## src/shared/touch_serial_pkg.sv

```systemverilog
// Package of constants for the touch converter serial register block.
// Assumes a single 10 MHz core clock; the SPI pins are synchronous to it.
package touch_serial_pkg;
  // Clock rates
  localparam int CORE_HZ = 10_000_000;
  localparam int INT_HZ = 8_000_000;
  localparam logic [24:0] CORE_HZ_V = 25'(CORE_HZ);
  localparam logic [24:0] INT_HZ_V = 25'(INT_HZ);
  // Command word layout
  localparam int CMD_DIR_BIT = 15;
  localparam int CMD_PAGE_HI = 14;
  localparam int CMD_PAGE_LO = 11;
  localparam int CMD_IDX_HI = 10;
  localparam int CMD_IDX_LO = 5;
  localparam logic [3:0] PAGE_DATA = 4'h0;
  localparam logic [3:0] PAGE_CTRL = 4'h1;
  localparam logic [6:0] PAGE_WORDS = 7'h20;
  localparam logic [3:0] LAST_BIT = 4'hf;
  // Data page indices
  localparam logic [6:0] IDX_RESULT_LAST = 7'h0a;
  localparam logic [6:0] IDX_RSVD_ZERO = 7'h04;
  localparam logic [6:0] IDX_CONTRAST_VALUE = 7'h0b;
  localparam logic [6:0] IDX_ALL_CLEAR = 7'h10;
  // Control page indices
  localparam logic [6:0] IDX_CONV_CTL = 7'h00;
  localparam logic [6:0] IDX_CONTRAST_CTL = 7'h02;
  localparam logic [6:0] IDX_VSRC = 7'h03;
  localparam logic [6:0] IDX_RESTART = 7'h04;
  localparam logic [6:0] IDX_SETUP = 7'h05;
  // Reset and fill values
  localparam logic [15:0] WORD_ONES = 16'hffff;
  localparam logic [15:0] WORD_ZERO = 16'h0000;
  localparam logic [7:0] CONTRAST_RESET = 8'h7f;
  localparam logic [15:0] RESTART_KEY = 16'hbb00;
  // converter_control fields
  localparam int CC_START = 15;
  localparam int CC_RES_HI = 14;
  localparam int CC_RES_LO = 13;
  localparam int CC_CHAN_HI = 12;
  localparam int CC_CHAN_LO = 9;
  localparam int CC_DIV_HI = 8;
  localparam int CC_DIV_LO = 7;
  localparam int CC_STAB_HI = 6;
  localparam int CC_STAB_LO = 4;
  localparam int CC_CHECK = 3;
  localparam logic [1:0] RES_12 = 2'h0;
  localparam logic [1:0] RES_8 = 2'h1;
  localparam logic [1:0] RES_10 = 2'h2;
  // setup_control fields
  localparam int SC_PRE_HI = 5;
  localparam int SC_PRE_LO = 3;
  localparam int SC_SENSE_HI = 2;
  localparam int SC_SENSE_LO = 0;
  // Timing in internal ticks; the BITS values count conversion clocks
  localparam logic [7:0] SAMPLE_TICKS = 8'h06;
  localparam int STEP_TICKS = 8;
  localparam logic [4:0] BITS_8 = 5'h08;
  localparam logic [4:0] BITS_10 = 5'h0a;
  localparam logic [4:0] BITS_12 = 5'h0c;
  // Converter sequencer
  typedef enum logic [2:0] {
    SEQ_IDLE = 3'b000,
    SEQ_PRECHG = 3'b001,
    SEQ_SENSE = 3'b010,
    SEQ_STAB = 3'b011,
    SEQ_SAMPLE = 3'b100,
    SEQ_CONV = 3'b101,
    SEQ_DONE = 3'b110
  } seq_e;
endpackage

```

## src/touch_controller_serial_regs.sv

```systemverilog
// Serial register front end of the touch converter: SPI slave, two register
// pages and the conversion / touch-detect sequencer.
// Assumes sclk, ssN and mosi are synchronous to core_clk and the serial
// clock is several core cycles per half period.
`timescale 1ns/1ps
module touch_controller_serial_regs
  import touch_serial_pkg::*;
(
  input wire logic core_clk,
  input wire logic rstn,
  input wire logic sclk,
  input wire logic ssN,
  input wire logic mosi,
  output logic miso,
  output logic misoOe,
  input wire logic [11:0] adcSample,
  input wire logic touchSense,
  output logic touchAlertN,
  output logic resultReadyN,
  output logic yMinusGndOn,
  output logic xPlusAlertOn,
  output logic pullUpOn,
  output logic prechargeOn,
  output logic sampleOn,
  output logic [3:0] chanSel,
  output logic convClkEn
);
  // Edge detection of serial pins
  logic sclkQ_r; // Previous serial clock
  logic ssQ_r; // Previous select
  logic sclkRise;
  logic sclkFall;
  logic ssFallEdge;
  // Serial engine state
  logic armed_r; // Set by select falling edge
  logic haveCmd_r; // Command word taken
  logic isRead_r;
  logic [3:0] page_r;
  logic [6:0] ptr_r; // Index; PAGE_WORDS means past end
  logic [3:0] bitCnt_r;
  logic [14:0] rxShift_r;
  logic [15:0] txWord_r;
  logic [15:0] rxWord;
  logic wordDone;
  logic [6:0] ptrStep;
  logic resultRead; // Host fetched a result word
  // Register storage
  logic [11:0] results_r [0:10]; // Data page results
  logic [7:0] contrastValue_r;
  logic [15:0] convCtl_r;
  logic [15:0] contrastCtl_r;
  logic [15:0] vsrcCtl_r;
  logic [15:0] restartCtl_r;
  logic [15:0] setupCtl_r;
  logic startReq_r; // One-cycle start of a conversion
  // Timing
  logic [24:0] tickAcc_r;
  logic [25:0] tickSum;
  logic intTick; // 8MHz enable
  logic [2:0] divCnt_r;
  logic convTick;
  // Sequencer
  seq_e seq_r;
  seq_e seqNxt;
  logic [7:0] seqCnt_r;
  logic [7:0] seqLen;
  logic [4:0] resBits;
  logic seqStep;
  logic seqLast;
  logic busy;

  // Read decode shared by command fetch and auto-increment fetch
  function automatic logic [15:0] readWord(input logic [3:0] pg,
                                            input logic [6:0] idx);
    logic [15:0] w;
    w = WORD_ONES;
    if (idx >= PAGE_WORDS) begin
      w = WORD_ONES;
    end else if (pg == PAGE_DATA) begin
      if (idx == IDX_RSVD_ZERO || idx == IDX_ALL_CLEAR) begin
        w = WORD_ZERO;
      end else if (idx <= IDX_RESULT_LAST) begin
        w = {4'h0, results_r[idx[3:0]]};
      end else if (idx == IDX_CONTRAST_VALUE) begin
        w = {8'h00, contrastValue_r};
      end
    end else if (pg == PAGE_CTRL) begin
      case (idx)
        IDX_CONV_CTL: w = {busy, convCtl_r[14:0]};
        IDX_CONTRAST_CTL: w = contrastCtl_r;
        IDX_VSRC: w = vsrcCtl_r;
        IDX_RESTART: w = restartCtl_r;
        IDX_SETUP: w = setupCtl_r;
        default: w = WORD_ZERO; // Reserved control words
      endcase
    end
    return w;
  endfunction
  // Edge detectors; pins are taken as synchronous, so one stage suffices
  always_ff @(posedge core_clk or negedge rstn) begin
    if (!rstn) begin
      sclkQ_r <= 1'b0;
      ssQ_r <= 1'b1;
    end else begin
      sclkQ_r <= sclk;
      ssQ_r <= ssN;
    end
  end
  // Idle low clock: rising edge drives, falling edge samples
  assign sclkRise = sclk & ~sclkQ_r;
  assign sclkFall = ~sclk & sclkQ_r;
  assign ssFallEdge = ~ssN & ssQ_r;
  assign rxWord = {rxShift_r, mosi};
  assign wordDone = armed_r & ~ssN & sclkFall & (bitCnt_r == LAST_BIT);
  // Pointer saturates one past the page end so extra reads give ones
  assign ptrStep = (ptr_r < PAGE_WORDS) ? ptr_r + 7'h01 : ptr_r;
  // Serial shift engine and pointer
  always_ff @(posedge core_clk or negedge rstn) begin
    if (!rstn) begin
      armed_r <= 1'b0;
      haveCmd_r <= 1'b0;
      isRead_r <= 1'b0;
      page_r <= PAGE_DATA;
      ptr_r <= 7'h00;
      bitCnt_r <= 4'h0;
      rxShift_r <= 15'h0000;
      txWord_r <= WORD_ZERO;
    end else if (ssN) begin
      // Select high aborts any partial word
      armed_r <= 1'b0;
      haveCmd_r <= 1'b0;
      bitCnt_r <= 4'h0;
    end else begin
      if (ssFallEdge) begin
        armed_r <= 1'b1;
        bitCnt_r <= 4'h0;
      end
      if (armed_r && sclkFall) begin
        rxShift_r <= rxWord[14:0];
        bitCnt_r <= bitCnt_r + 4'h1;
      end
      if (wordDone && !haveCmd_r) begin
        // First word is always the command; low five bits ignored
        haveCmd_r <= 1'b1;
        isRead_r <= rxWord[CMD_DIR_BIT];
        page_r <= rxWord[CMD_PAGE_HI:CMD_PAGE_LO];
        ptr_r <= {1'b0, rxWord[CMD_IDX_HI:CMD_IDX_LO]};
        txWord_r <= readWord(rxWord[CMD_PAGE_HI:CMD_PAGE_LO],
                             {1'b0, rxWord[CMD_IDX_HI:CMD_IDX_LO]});
      end else if (wordDone) begin
        ptr_r <= ptrStep;
        txWord_r <= readWord(page_r, ptrStep);
      end
    end
  end
  // Result ready clears once the host has read a result word
  assign resultRead = wordDone & haveCmd_r & isRead_r &
                      (page_r == PAGE_DATA) & (ptr_r <= IDX_RESULT_LAST);
  // MISO drive: a new bit on each rising serial edge
  always_ff @(posedge core_clk or negedge rstn) begin
    if (!rstn) begin
      miso <= 1'b0;
      misoOe <= 1'b0;
    end else begin
      misoOe <= ~ssN & armed_r;
      if (ssN) begin
        miso <= 1'b0;
      end else if (armed_r && sclkRise) begin
        // Command word time returns zeros; reads return the fetched word
        miso <= haveCmd_r & isRead_r & txWord_r[LAST_BIT - bitCnt_r];
      end
    end
  end
  // Register writes, soft restart and conversion start
  always_ff @(posedge core_clk or negedge rstn) begin
    if (!rstn) begin
      contrastValue_r <= CONTRAST_RESET;
      convCtl_r <= WORD_ZERO;
      contrastCtl_r <= WORD_ZERO;
      vsrcCtl_r <= WORD_ZERO;
      restartCtl_r <= WORD_ZERO;
      setupCtl_r <= WORD_ZERO;
      startReq_r <= 1'b0;
    end else begin
      startReq_r <= 1'b0;
      if (wordDone && haveCmd_r && !isRead_r) begin
        if (page_r == PAGE_DATA && ptr_r == IDX_CONTRAST_VALUE) begin
          contrastValue_r <= rxWord[7:0];
        end else if (page_r == PAGE_CTRL) begin
          case (ptr_r)
            IDX_CONV_CTL: begin
              convCtl_r <= rxWord;
              startReq_r <= rxWord[CC_START];
            end
            IDX_CONTRAST_CTL: contrastCtl_r <= rxWord;
            IDX_VSRC: vsrcCtl_r <= rxWord;
            IDX_RESTART: begin
              // Key value returns control settings to reset state
              if (rxWord == RESTART_KEY) begin
                contrastValue_r <= CONTRAST_RESET;
                convCtl_r <= WORD_ZERO;
                contrastCtl_r <= WORD_ZERO;
                vsrcCtl_r <= WORD_ZERO;
                setupCtl_r <= WORD_ZERO;
              end
              restartCtl_r <= rxWord;
            end
            IDX_SETUP: setupCtl_r <= rxWord;
            default: ; // Reserved words ignore writes
          endcase
        end
      end
    end
  end
  // Internal 8MHz enable from the 10MHz clock by phase accumulation;
  // it never depends on the converter divider
  assign tickSum = {1'b0, tickAcc_r} + {1'b0, INT_HZ_V};
  assign intTick = tickSum >= {1'b0, CORE_HZ_V};

  always_ff @(posedge core_clk or negedge rstn) begin
    if (!rstn) begin
      tickAcc_r <= 25'h0000000;
    end else if (intTick) begin
      tickAcc_r <= 25'(tickSum - {1'b0, CORE_HZ_V});
    end else begin
      tickAcc_r <= tickSum[24:0];
    end
  end
  // Conversion clock: internal tick divided by 1, 2, 4 or 8
  always_ff @(posedge core_clk or negedge rstn) begin
    if (!rstn) begin
      divCnt_r <= 3'h0;
    end else if (intTick) begin
      divCnt_r <= divCnt_r + 3'h1;
    end
  end

  always_comb begin
    case (convCtl_r[CC_DIV_HI:CC_DIV_LO])
      2'h0: convTick = intTick;
      2'h1: convTick = intTick & (divCnt_r[0] == 1'b1);
      2'h2: convTick = intTick & (divCnt_r[1:0] == 2'h3);
      default: convTick = intTick & (divCnt_r == 3'h7);
    endcase
  end
  // Resolution picks the number of conversion clocks
  always_comb begin
    case (convCtl_r[CC_RES_HI:CC_RES_LO])
      RES_8: resBits = BITS_8;
      RES_10: resBits = BITS_10;
      default: resBits = BITS_12;
    endcase
  end
  // Length of the current sequencer phase in ticks
  always_comb begin
    case (seq_r)
      SEQ_PRECHG: seqLen = 8'(convLen(setupCtl_r[SC_PRE_HI:SC_PRE_LO]));
      SEQ_SENSE: seqLen = 8'(convLen(setupCtl_r[SC_SENSE_HI:SC_SENSE_LO]));
      SEQ_STAB: seqLen = 8'(convLen(convCtl_r[CC_STAB_HI:CC_STAB_LO]));
      SEQ_SAMPLE: seqLen = SAMPLE_TICKS;
      SEQ_CONV: seqLen = {3'h0, resBits};
      default: seqLen = 8'h00;
    endcase
  end

  // Code of three bits scaled to ticks; code zero still takes one tick
  function automatic logic [7:0] convLen(input logic [2:0] code);
    logic [7:0] n;
    n = 8'(code) * 8'(STEP_TICKS);
    if (n == 8'h00) begin
      n = 8'h01;
    end
    return n;
  endfunction

  assign busy = (seq_r != SEQ_IDLE);
  assign seqStep = (seq_r == SEQ_CONV) ? convTick : intTick;
  assign seqLast = seqStep & (seqCnt_r >= seqLen - 8'h01);

  // Sequencer next state
  always_comb begin
    seqNxt = seq_r;
    case (seq_r)
      SEQ_IDLE: begin
        if (startReq_r) begin
          seqNxt = convCtl_r[CC_CHECK] ? SEQ_PRECHG : SEQ_STAB;
        end
      end
      SEQ_PRECHG: if (seqLast) seqNxt = SEQ_SENSE;
      SEQ_SENSE: begin
        // Pen lifted during the check: give up without a result
        if (seqLast) seqNxt = touchSense ? SEQ_STAB : SEQ_IDLE;
      end
      SEQ_STAB: if (seqLast) seqNxt = SEQ_SAMPLE;
      SEQ_SAMPLE: if (seqLast) seqNxt = SEQ_CONV;
      SEQ_CONV: if (seqLast) seqNxt = SEQ_DONE;
      SEQ_DONE: seqNxt = SEQ_IDLE;
      default: seqNxt = SEQ_IDLE;
    endcase
  end

  // Sequencer state and phase counter
  always_ff @(posedge core_clk or negedge rstn) begin
    if (!rstn) begin
      seq_r <= SEQ_IDLE;
      seqCnt_r <= 8'h00;
    end else begin
      seq_r <= seqNxt;
      if (seqNxt != seq_r) begin
        seqCnt_r <= 8'h00;
      end else if (seqStep) begin
        seqCnt_r <= seqCnt_r + 8'h01;
      end
    end
  end

  // Result capture, right-justified to the chosen resolution
  always_ff @(posedge core_clk or negedge rstn) begin
    if (!rstn) begin
      for (int i = 0; i <= 10; i++) begin
        results_r[i] <= 12'h000;
      end
    end else if (seq_r == SEQ_DONE && chanSel <= IDX_RESULT_LAST[3:0]
                 && chanSel != IDX_RSVD_ZERO[3:0]) begin
      results_r[chanSel] <= adcSample >> (5'(BITS_12) - resBits);
    end
  end

  // Ready flag: a new result wins over a read in the same cycle
  always_ff @(posedge core_clk or negedge rstn) begin
    if (!rstn) begin
      resultReadyN <= 1'b1;
    end else if (seq_r == SEQ_DONE) begin
      resultReadyN <= 1'b0;
    end else if (resultRead) begin
      resultReadyN <= 1'b1;
    end
  end

  // Panel switch matrix, registered from the sequencer state
  always_ff @(posedge core_clk or negedge rstn) begin
    if (!rstn) begin
      yMinusGndOn <= 1'b1;
      xPlusAlertOn <= 1'b1;
      pullUpOn <= 1'b1;
      prechargeOn <= 1'b0;
      sampleOn <= 1'b0;
      touchAlertN <= 1'b1;
      convClkEn <= 1'b0;
    end else begin
      // Idle and sense phases use the detect path; measuring cuts it
      yMinusGndOn <= (seqNxt == SEQ_IDLE) | (seqNxt == SEQ_SENSE);
      xPlusAlertOn <= (seqNxt == SEQ_IDLE) | (seqNxt == SEQ_SENSE);
      pullUpOn <= (seqNxt == SEQ_IDLE) | (seqNxt == SEQ_SENSE);
      prechargeOn <= (seqNxt == SEQ_PRECHG);
      sampleOn <= (seqNxt == SEQ_SAMPLE);
      touchAlertN <= ~(xPlusAlertOn & touchSense);
      convClkEn <= (seq_r == SEQ_CONV) & convTick;
    end
  end

  assign chanSel = convCtl_r[CC_CHAN_HI:CC_CHAN_LO];

  // Checks
  alert_disc_a: assert property (@(posedge core_clk) disable iff (!rstn)
    (seq_r == SEQ_SAMPLE || seq_r == SEQ_CONV) |-> !xPlusAlertOn)
    else $error("alert path connected during measurement");
  idle_ground_a: assert property (@(posedge core_clk) disable iff (!rstn)
    (seq_r == SEQ_IDLE) [*2] |-> (yMinusGndOn && xPlusAlertOn))
    else $error("power-down detect path not set");
  tick_rate_a: assert property (@(posedge core_clk) disable iff (!rstn)
    !intTick |=> intTick [*4])
    else $error("internal tick not 8 of 10 cycles");
  cmd_decode_a: assert property (@(posedge core_clk) disable iff (!rstn)
    (wordDone && !haveCmd_r) |=>
      (ptr_r == {1'b0, $past(rxWord[10:5])} && haveCmd_r))
    else $error("command index not captured");
  ptr_step_a: assert property (@(posedge core_clk) disable iff (!rstn)
    (wordDone && haveCmd_r && !ssN && $past(!ssN)) |=>
      ptr_r == $past(ptrStep))
    else $error("pointer did not advance");
  past_end_a: assert property (@(posedge core_clk) disable iff (!rstn)
    (wordDone && haveCmd_r && ptr_r >= 7'h1f) |=> txWord_r == 16'hffff)
    else $error("read past page end not ones");
  miso_idle_a: assert property (@(posedge core_clk) disable iff (!rstn)
    ssN |=> (!misoOe && !miso && !haveCmd_r))
    else $error("serial output active without select");
  ready_set_a: assert property (@(posedge core_clk) disable iff (!rstn)
    (seq_r == SEQ_CONV && seqLast) |-> ##2 !resultReadyN)
    else $error("result ready not asserted after conversion");
  precharge_a: assert property (@(posedge core_clk) disable iff (!rstn)
    (seq_r == SEQ_SENSE) |-> (!prechargeOn && pullUpOn) or $past(seqLast))
    else $error("sense phase without pull-up");
  conv_tick_a: assert property (@(posedge core_clk) disable iff (!rstn)
    convTick |-> intTick)
    else $error("conversion tick outside internal tick");
endmodule // touch_controller_serial_regs

```

## config.mk

```make
export PLATFORM = sky130hd
export DESIGN_NAME = touch_controller_serial_regs
export DESIGN_NICKNAME = d
export VERILOG_FILES = /design/src/shared/touch_serial_pkg.sv /design/src/touch_controller_serial_regs.sv
export SDC_FILE = /design/constraint.sdc
export NUM_CORES = 1
export LEC_CHECK = 0
export BUFFER_PORTS_ARGS = -buffer_cell sky130_fd_sc_hd__buf_2
export CORE_ASPECT_RATIO = 1.5
export CORE_UTILIZATION = 35
export DETAILED_ROUTE_END_ITERATION = 16
export GPL_TIMING_DRIVEN = 0
export HOLD_SLACK_MARGIN = 0.15
export SYNTH_ARGS = -nofsm -noshare
export SYNTH_HDL_FRONTEND = slang
export SYNTH_SLANG_ARGS = --single-unit
```

## constraint.sdc

```tcl
create_clock -name core_clk -period 6.3 [get_ports core_clk]
set_clock_uncertainty 0.1 [all_clocks]
set_input_delay 1.575 -clock core_clk [delete_from_list [all_inputs] [get_ports core_clk]]
set_output_delay 1.575 -clock core_clk [all_outputs]
set_load 0.1 [all_outputs]
```

==> impl_summary.log <==
INFO  metric power.leakage = 8.80 nW
INFO  metric failed_checks = capacitance limit, slew limit
INFO  metric wl = 57,300 µm
INFO  metric dr_total_vias = 14,500
INFO  metric coreArea = 50,500 µm²
INFO  metric yosysSeqAreaShare = 43.6%
INFO  metric clock_buffers_created_by_tritoncts = 36
INFO  metric final_max_slew_viol_count = 8
INFO  metric pre_cts_slack = 1.35 ns
INFO  metric setup-violations-final = 0
INFO  metric max-slew-margin-rel = -3.93%
INFO  metric layout.cells.non_filler = 2,501
INFO  metric drc_errors = 0
INFO  metric status = complete, but fails checks
INFO  metric power.share.sequential = 39.1%
INFO  metric synth_top_cell_by_area = sky130_fd_sc_hd__dfrtp_1
INFO  metric synth_flop_cell = sky130_fd_sc_hd__dfrtp_1
INFO  metric worst_slew_pin_slew = 1.56 ns
INFO  metric place.detailed.hpwl = 42,500 µm
INFO  metric cts_htree_levels = 2
INFO  metric finalHoldViolCount = 0
INFO  metric starting_density = 35.4%
INFO  metric routed_via_density = 5.79
INFO  metric crit_required = 6.64 ns
INFO  metric setup_slack = 1.67 ns
INFO  metric wl_per_cell = 22.9 µm
INFO  metric period_minus_slack = 4.63 ns
INFO  metric floorplan.io_pins = 32
INFO  metric fin_crit_sh = 73.4%
INFO  metric post_synth_main_area_contributors = sky130_fd_sc_hd__dfrtp_1 42%, sky130_fd_sc_hd__mux2_2 9.3%, sky130_fd_sc_hd__mux4_2 6.7%
INFO  metric timing.critical_path.arrival = 4.97 ns
INFO  metric post-cts-setup-buffers = 0
INFO  metric cts.hold.buffers_added = 0
INFO  metric design.die.area = 52,000 µm²
INFO  metric tritoncts = done
INFO  metric power_frac_clock = 38.9%
INFO  metric number_of_fill_cells = 5,005
INFO  metric grt.busiest_layer = met2
INFO  metric gr-usage-met2 = 41.0%
INFO  metric final-seq-area = 7800 µm²
INFO  metric synth_seq_cells = 311
INFO  metric pwr-share-comb = 22.1%
INFO  metric worstSetupEndpointType = flip-flop
INFO  metric postRouteAntennaNets = 0
INFO  metric gr-usage-met3 = 3.00%
INFO  metric achievable-frequency = 0.216 GHz
INFO  metric area_of_the_multi_input_gates = 9410 µm²
INFO  metric grt_pass1_wl = 89,300 µm
INFO  metric synth_top_area_share = 42.0%
INFO  metric antenna_violations_before_repair = 0
INFO  metric fp-row-count = 101
INFO  metric initialDrtViolationCount = 1,005
INFO  metric irDropWorstVdd = 0.211 mV
INFO  metric number_of_global_route_vias_before_repair = 15,200
INFO  metric netlist-cell-type-count = 83
INFO  metric postSynthCellCount = 1,738
INFO  metric intPower = 0.00386 W
INFO  metric synth_area_per_cell = 10.3 µm²
INFO  metric grt_start_max_net_pins = 113
INFO  metric crit_fanout = 8
INFO  metric clk_transition_reported_paths = 0.06 ns
INFO  metric setup.worst_path.class = flip-flop to flip-flop
INFO  metric overflow = 0
INFO  metric final.setup.tns = 0 ns
INFO  metric insertion_delay = 0.55 ns
INFO  metric rsz0062_at_grt = no
INFO  metric detailedRoute.firstPassIterationCount = 11
INFO  metric post_cts.resized_instances = 0
INFO  metric place.port_buffers = 31
INFO  metric die_x = 187 µm
INFO  metric finalWeightedCongestion = 0.996
INFO  metric p_sw_share = 31.1%
INFO  metric cts_max_path_buffers = 3
INFO  metric p_sw = 0.00174 W
INFO  metric synthesis.area = 17,900 µm²
INFO  metric syn-num-nets = 1,784
INFO  metric synthArstFlopShare = 100%
INFO  metric max-cap-violations = 1
INFO  metric holdCritPathClass = flip-flop to flip-flop
INFO  metric placed_cells = 2,440
INFO  metric design.final.nets = 1,855
INFO  metric cts.root.buffer_cell = sky130_fd_sc_hd__clkbuf_16
INFO  metric tritoncts_sinks = 311
INFO  metric synthToLayoutAreaGrowth = 12.8%
INFO  metric fin_util = 39.9%
INFO  metric pwr_density_cell = 278 nW/µm²
INFO  metric post_synth_edffs = 0
INFO  metric timing.critical_path.from_type = flip-flop
INFO  metric layout-drive-gt1-share = 19.4%
INFO  metric antennaDiodeCount = 0
INFO  metric synth.yosys.warnings = 0
INFO  metric die_height = 279 µm
INFO  metric grt_util_all_layers = 22.2%
INFO  metric met1_usage = 23.0%
state kept, by name (all words and copies together) (netlist names), 8 cells and up:
| signal | flops |
|---|---|
| txWord_r | 16 |
| contrastValue_r | 8 |
| tickAcc_r | 18 |
| setupCtl_r | 16 |
| rxShift_r | 15 |
| contrastCtl_r | 16 |
| vsrcCtl_r | 16 |
| seqCnt_r | 8 |
| results_r | 132 |
| restartCtl_r | 16 |
| convCtl_r | 15 |
worst paths after layout:
check                                  to  depth (start not counted)     start  slack, ns
min reg2reg                   touchAlertN                          1  pullUpOn       0.36
min in group asynchronous          misoOe                          1      rstn       1.03
max                           seqCnt_r[3]                         14  seq_r[1]       1.67
max reg2reg                   seqCnt_r[3]                         14  seq_r[1]       1.67
max in group asynchronous  results_r[131]                          2      rstn       3.99
min                           touchAlertN                          1  pullUpOn       0.36
cells by family after synthesis:
family	share of synthesized area, %
compound gates	15.2
xor+xnor	2.49
fa+ha+maj	1.96
buf+inv	3.73
flops	43.6
mux	19.2
simple gates	13.8
area by class of cell:
type	count	share of cell area, %
buffer	133	2.75
clock inverter	9	0.757
multi-input combinational	1264	46.7
tap	669	4.15
inverter	30	0.559
clock buffer	52	5.31
sequential	311	38.7
timing repair buffer	33	1.09
cells in the mapped netlist (15+ instances only):
master / number
sky130_fd_sc_hd__xor2_1: 15
sky130_fd_sc_hd__nand3_1: 38
sky130_fd_sc_hd__a22oi_1: 39
sky130_fd_sc_hd__mux2_2: 148
sky130_fd_sc_hd__clkbuf_1: 95
sky130_fd_sc_hd__ha_1: 28
sky130_fd_sc_hd__mux4_2: 53
sky130_fd_sc_hd__nor3_1: 24
sky130_fd_sc_hd__o21ai_0: 99
sky130_fd_sc_hd__a21oi_1: 95
sky130_fd_sc_hd__a22o_1: 22
sky130_fd_sc_hd__dfrtp_1: 300
sky130_fd_sc_hd__inv_1: 28
sky130_fd_sc_hd__and2_1: 26
sky130_fd_sc_hd__nand2_1: 250
sky130_fd_sc_hd__buf_2: 20
sky130_fd_sc_hd__nor2_1: 88
sky130_fd_sc_hd__xnor2_1: 32
sky130_fd_sc_hd__mux2i_1: 57
power groups by stage:
| stage | Clock (W) | Combinational [W] | Sequential (W) |
|---|---|---|---|
| CTS | 0.00222 | 0.00123 | 0.00218 |
| detailed placement | 0 | 0.00122 | 0.00222 |
| global placement | 0 | 0.00119 | 0.00221 |
| global route | 0.00229 | 0.00134 | 0.00220 |
| finish | 0.00218 | 0.00123 | 0.00219 |
| floorplan | 0 | 0.000822 | 0.00222 |
placed cells by master, fill, tap and decap left out, drive strengths merged, types with 38 or more instances in the layout:
cell    count
dfrtp     300
nand2     251
mux2      148
clkbuf    147
o21ai     100
a21oi      95
nor2       88
buf        71
mux2i      57
mux4       53
a22oi      39
nand3      38
through the flow:
stage / hold WS, ns / total power [W] / area [µm²]
floorplan: 0.341 / 0.00304 / 17900
global placement: 0.351 / 0.00341 / 18900
detailed placement: 0.355 / 0.00344 / 18900
CTS: 0.370 / 0.00563 / 20200
global route: 0.380 / 0.00583 / 20200
finish: 0.364 / 0.00560 / 20200
layer usage:
| layer | up-vias | wire [µm] |
|---|---|---|
| met4 | 0 | 4380 |
| met3 | 220 | 2590 |
| met2 | 565 | 30000 |
| li1 | 6485 | - |
| met1 | 7218 | 20300 |
| met5 | - | 0 |
worst max-delay path, stage by stage, from the launching register on:
cell and delay, ns:
sky130_fd_sc_hd__dfrtp_1 0.37, sky130_fd_sc_hd__clkinv_1 0.22, sky130_fd_sc_hd__ha_1 0.43, sky130_fd_sc_hd__nor3_1 0.19
sky130_fd_sc_hd__a21oi_1 0.05, sky130_fd_sc_hd__or2_2 0.32, sky130_fd_sc_hd__ha_1 0.30, sky130_fd_sc_hd__ha_1 0.28
sky130_fd_sc_hd__a21o_1 0.16, sky130_fd_sc_hd__a21o_1 0.17, sky130_fd_sc_hd__a211o_1 0.32, sky130_fd_sc_hd__a221oi_1 0.57
sky130_fd_sc_hd__a21oi_1 0.22, sky130_fd_sc_hd__a21oi_1 0.53, sky130_fd_sc_hd__nor4bb_2 0.31
Note: power is estimated with default switching activity, not from simulation.
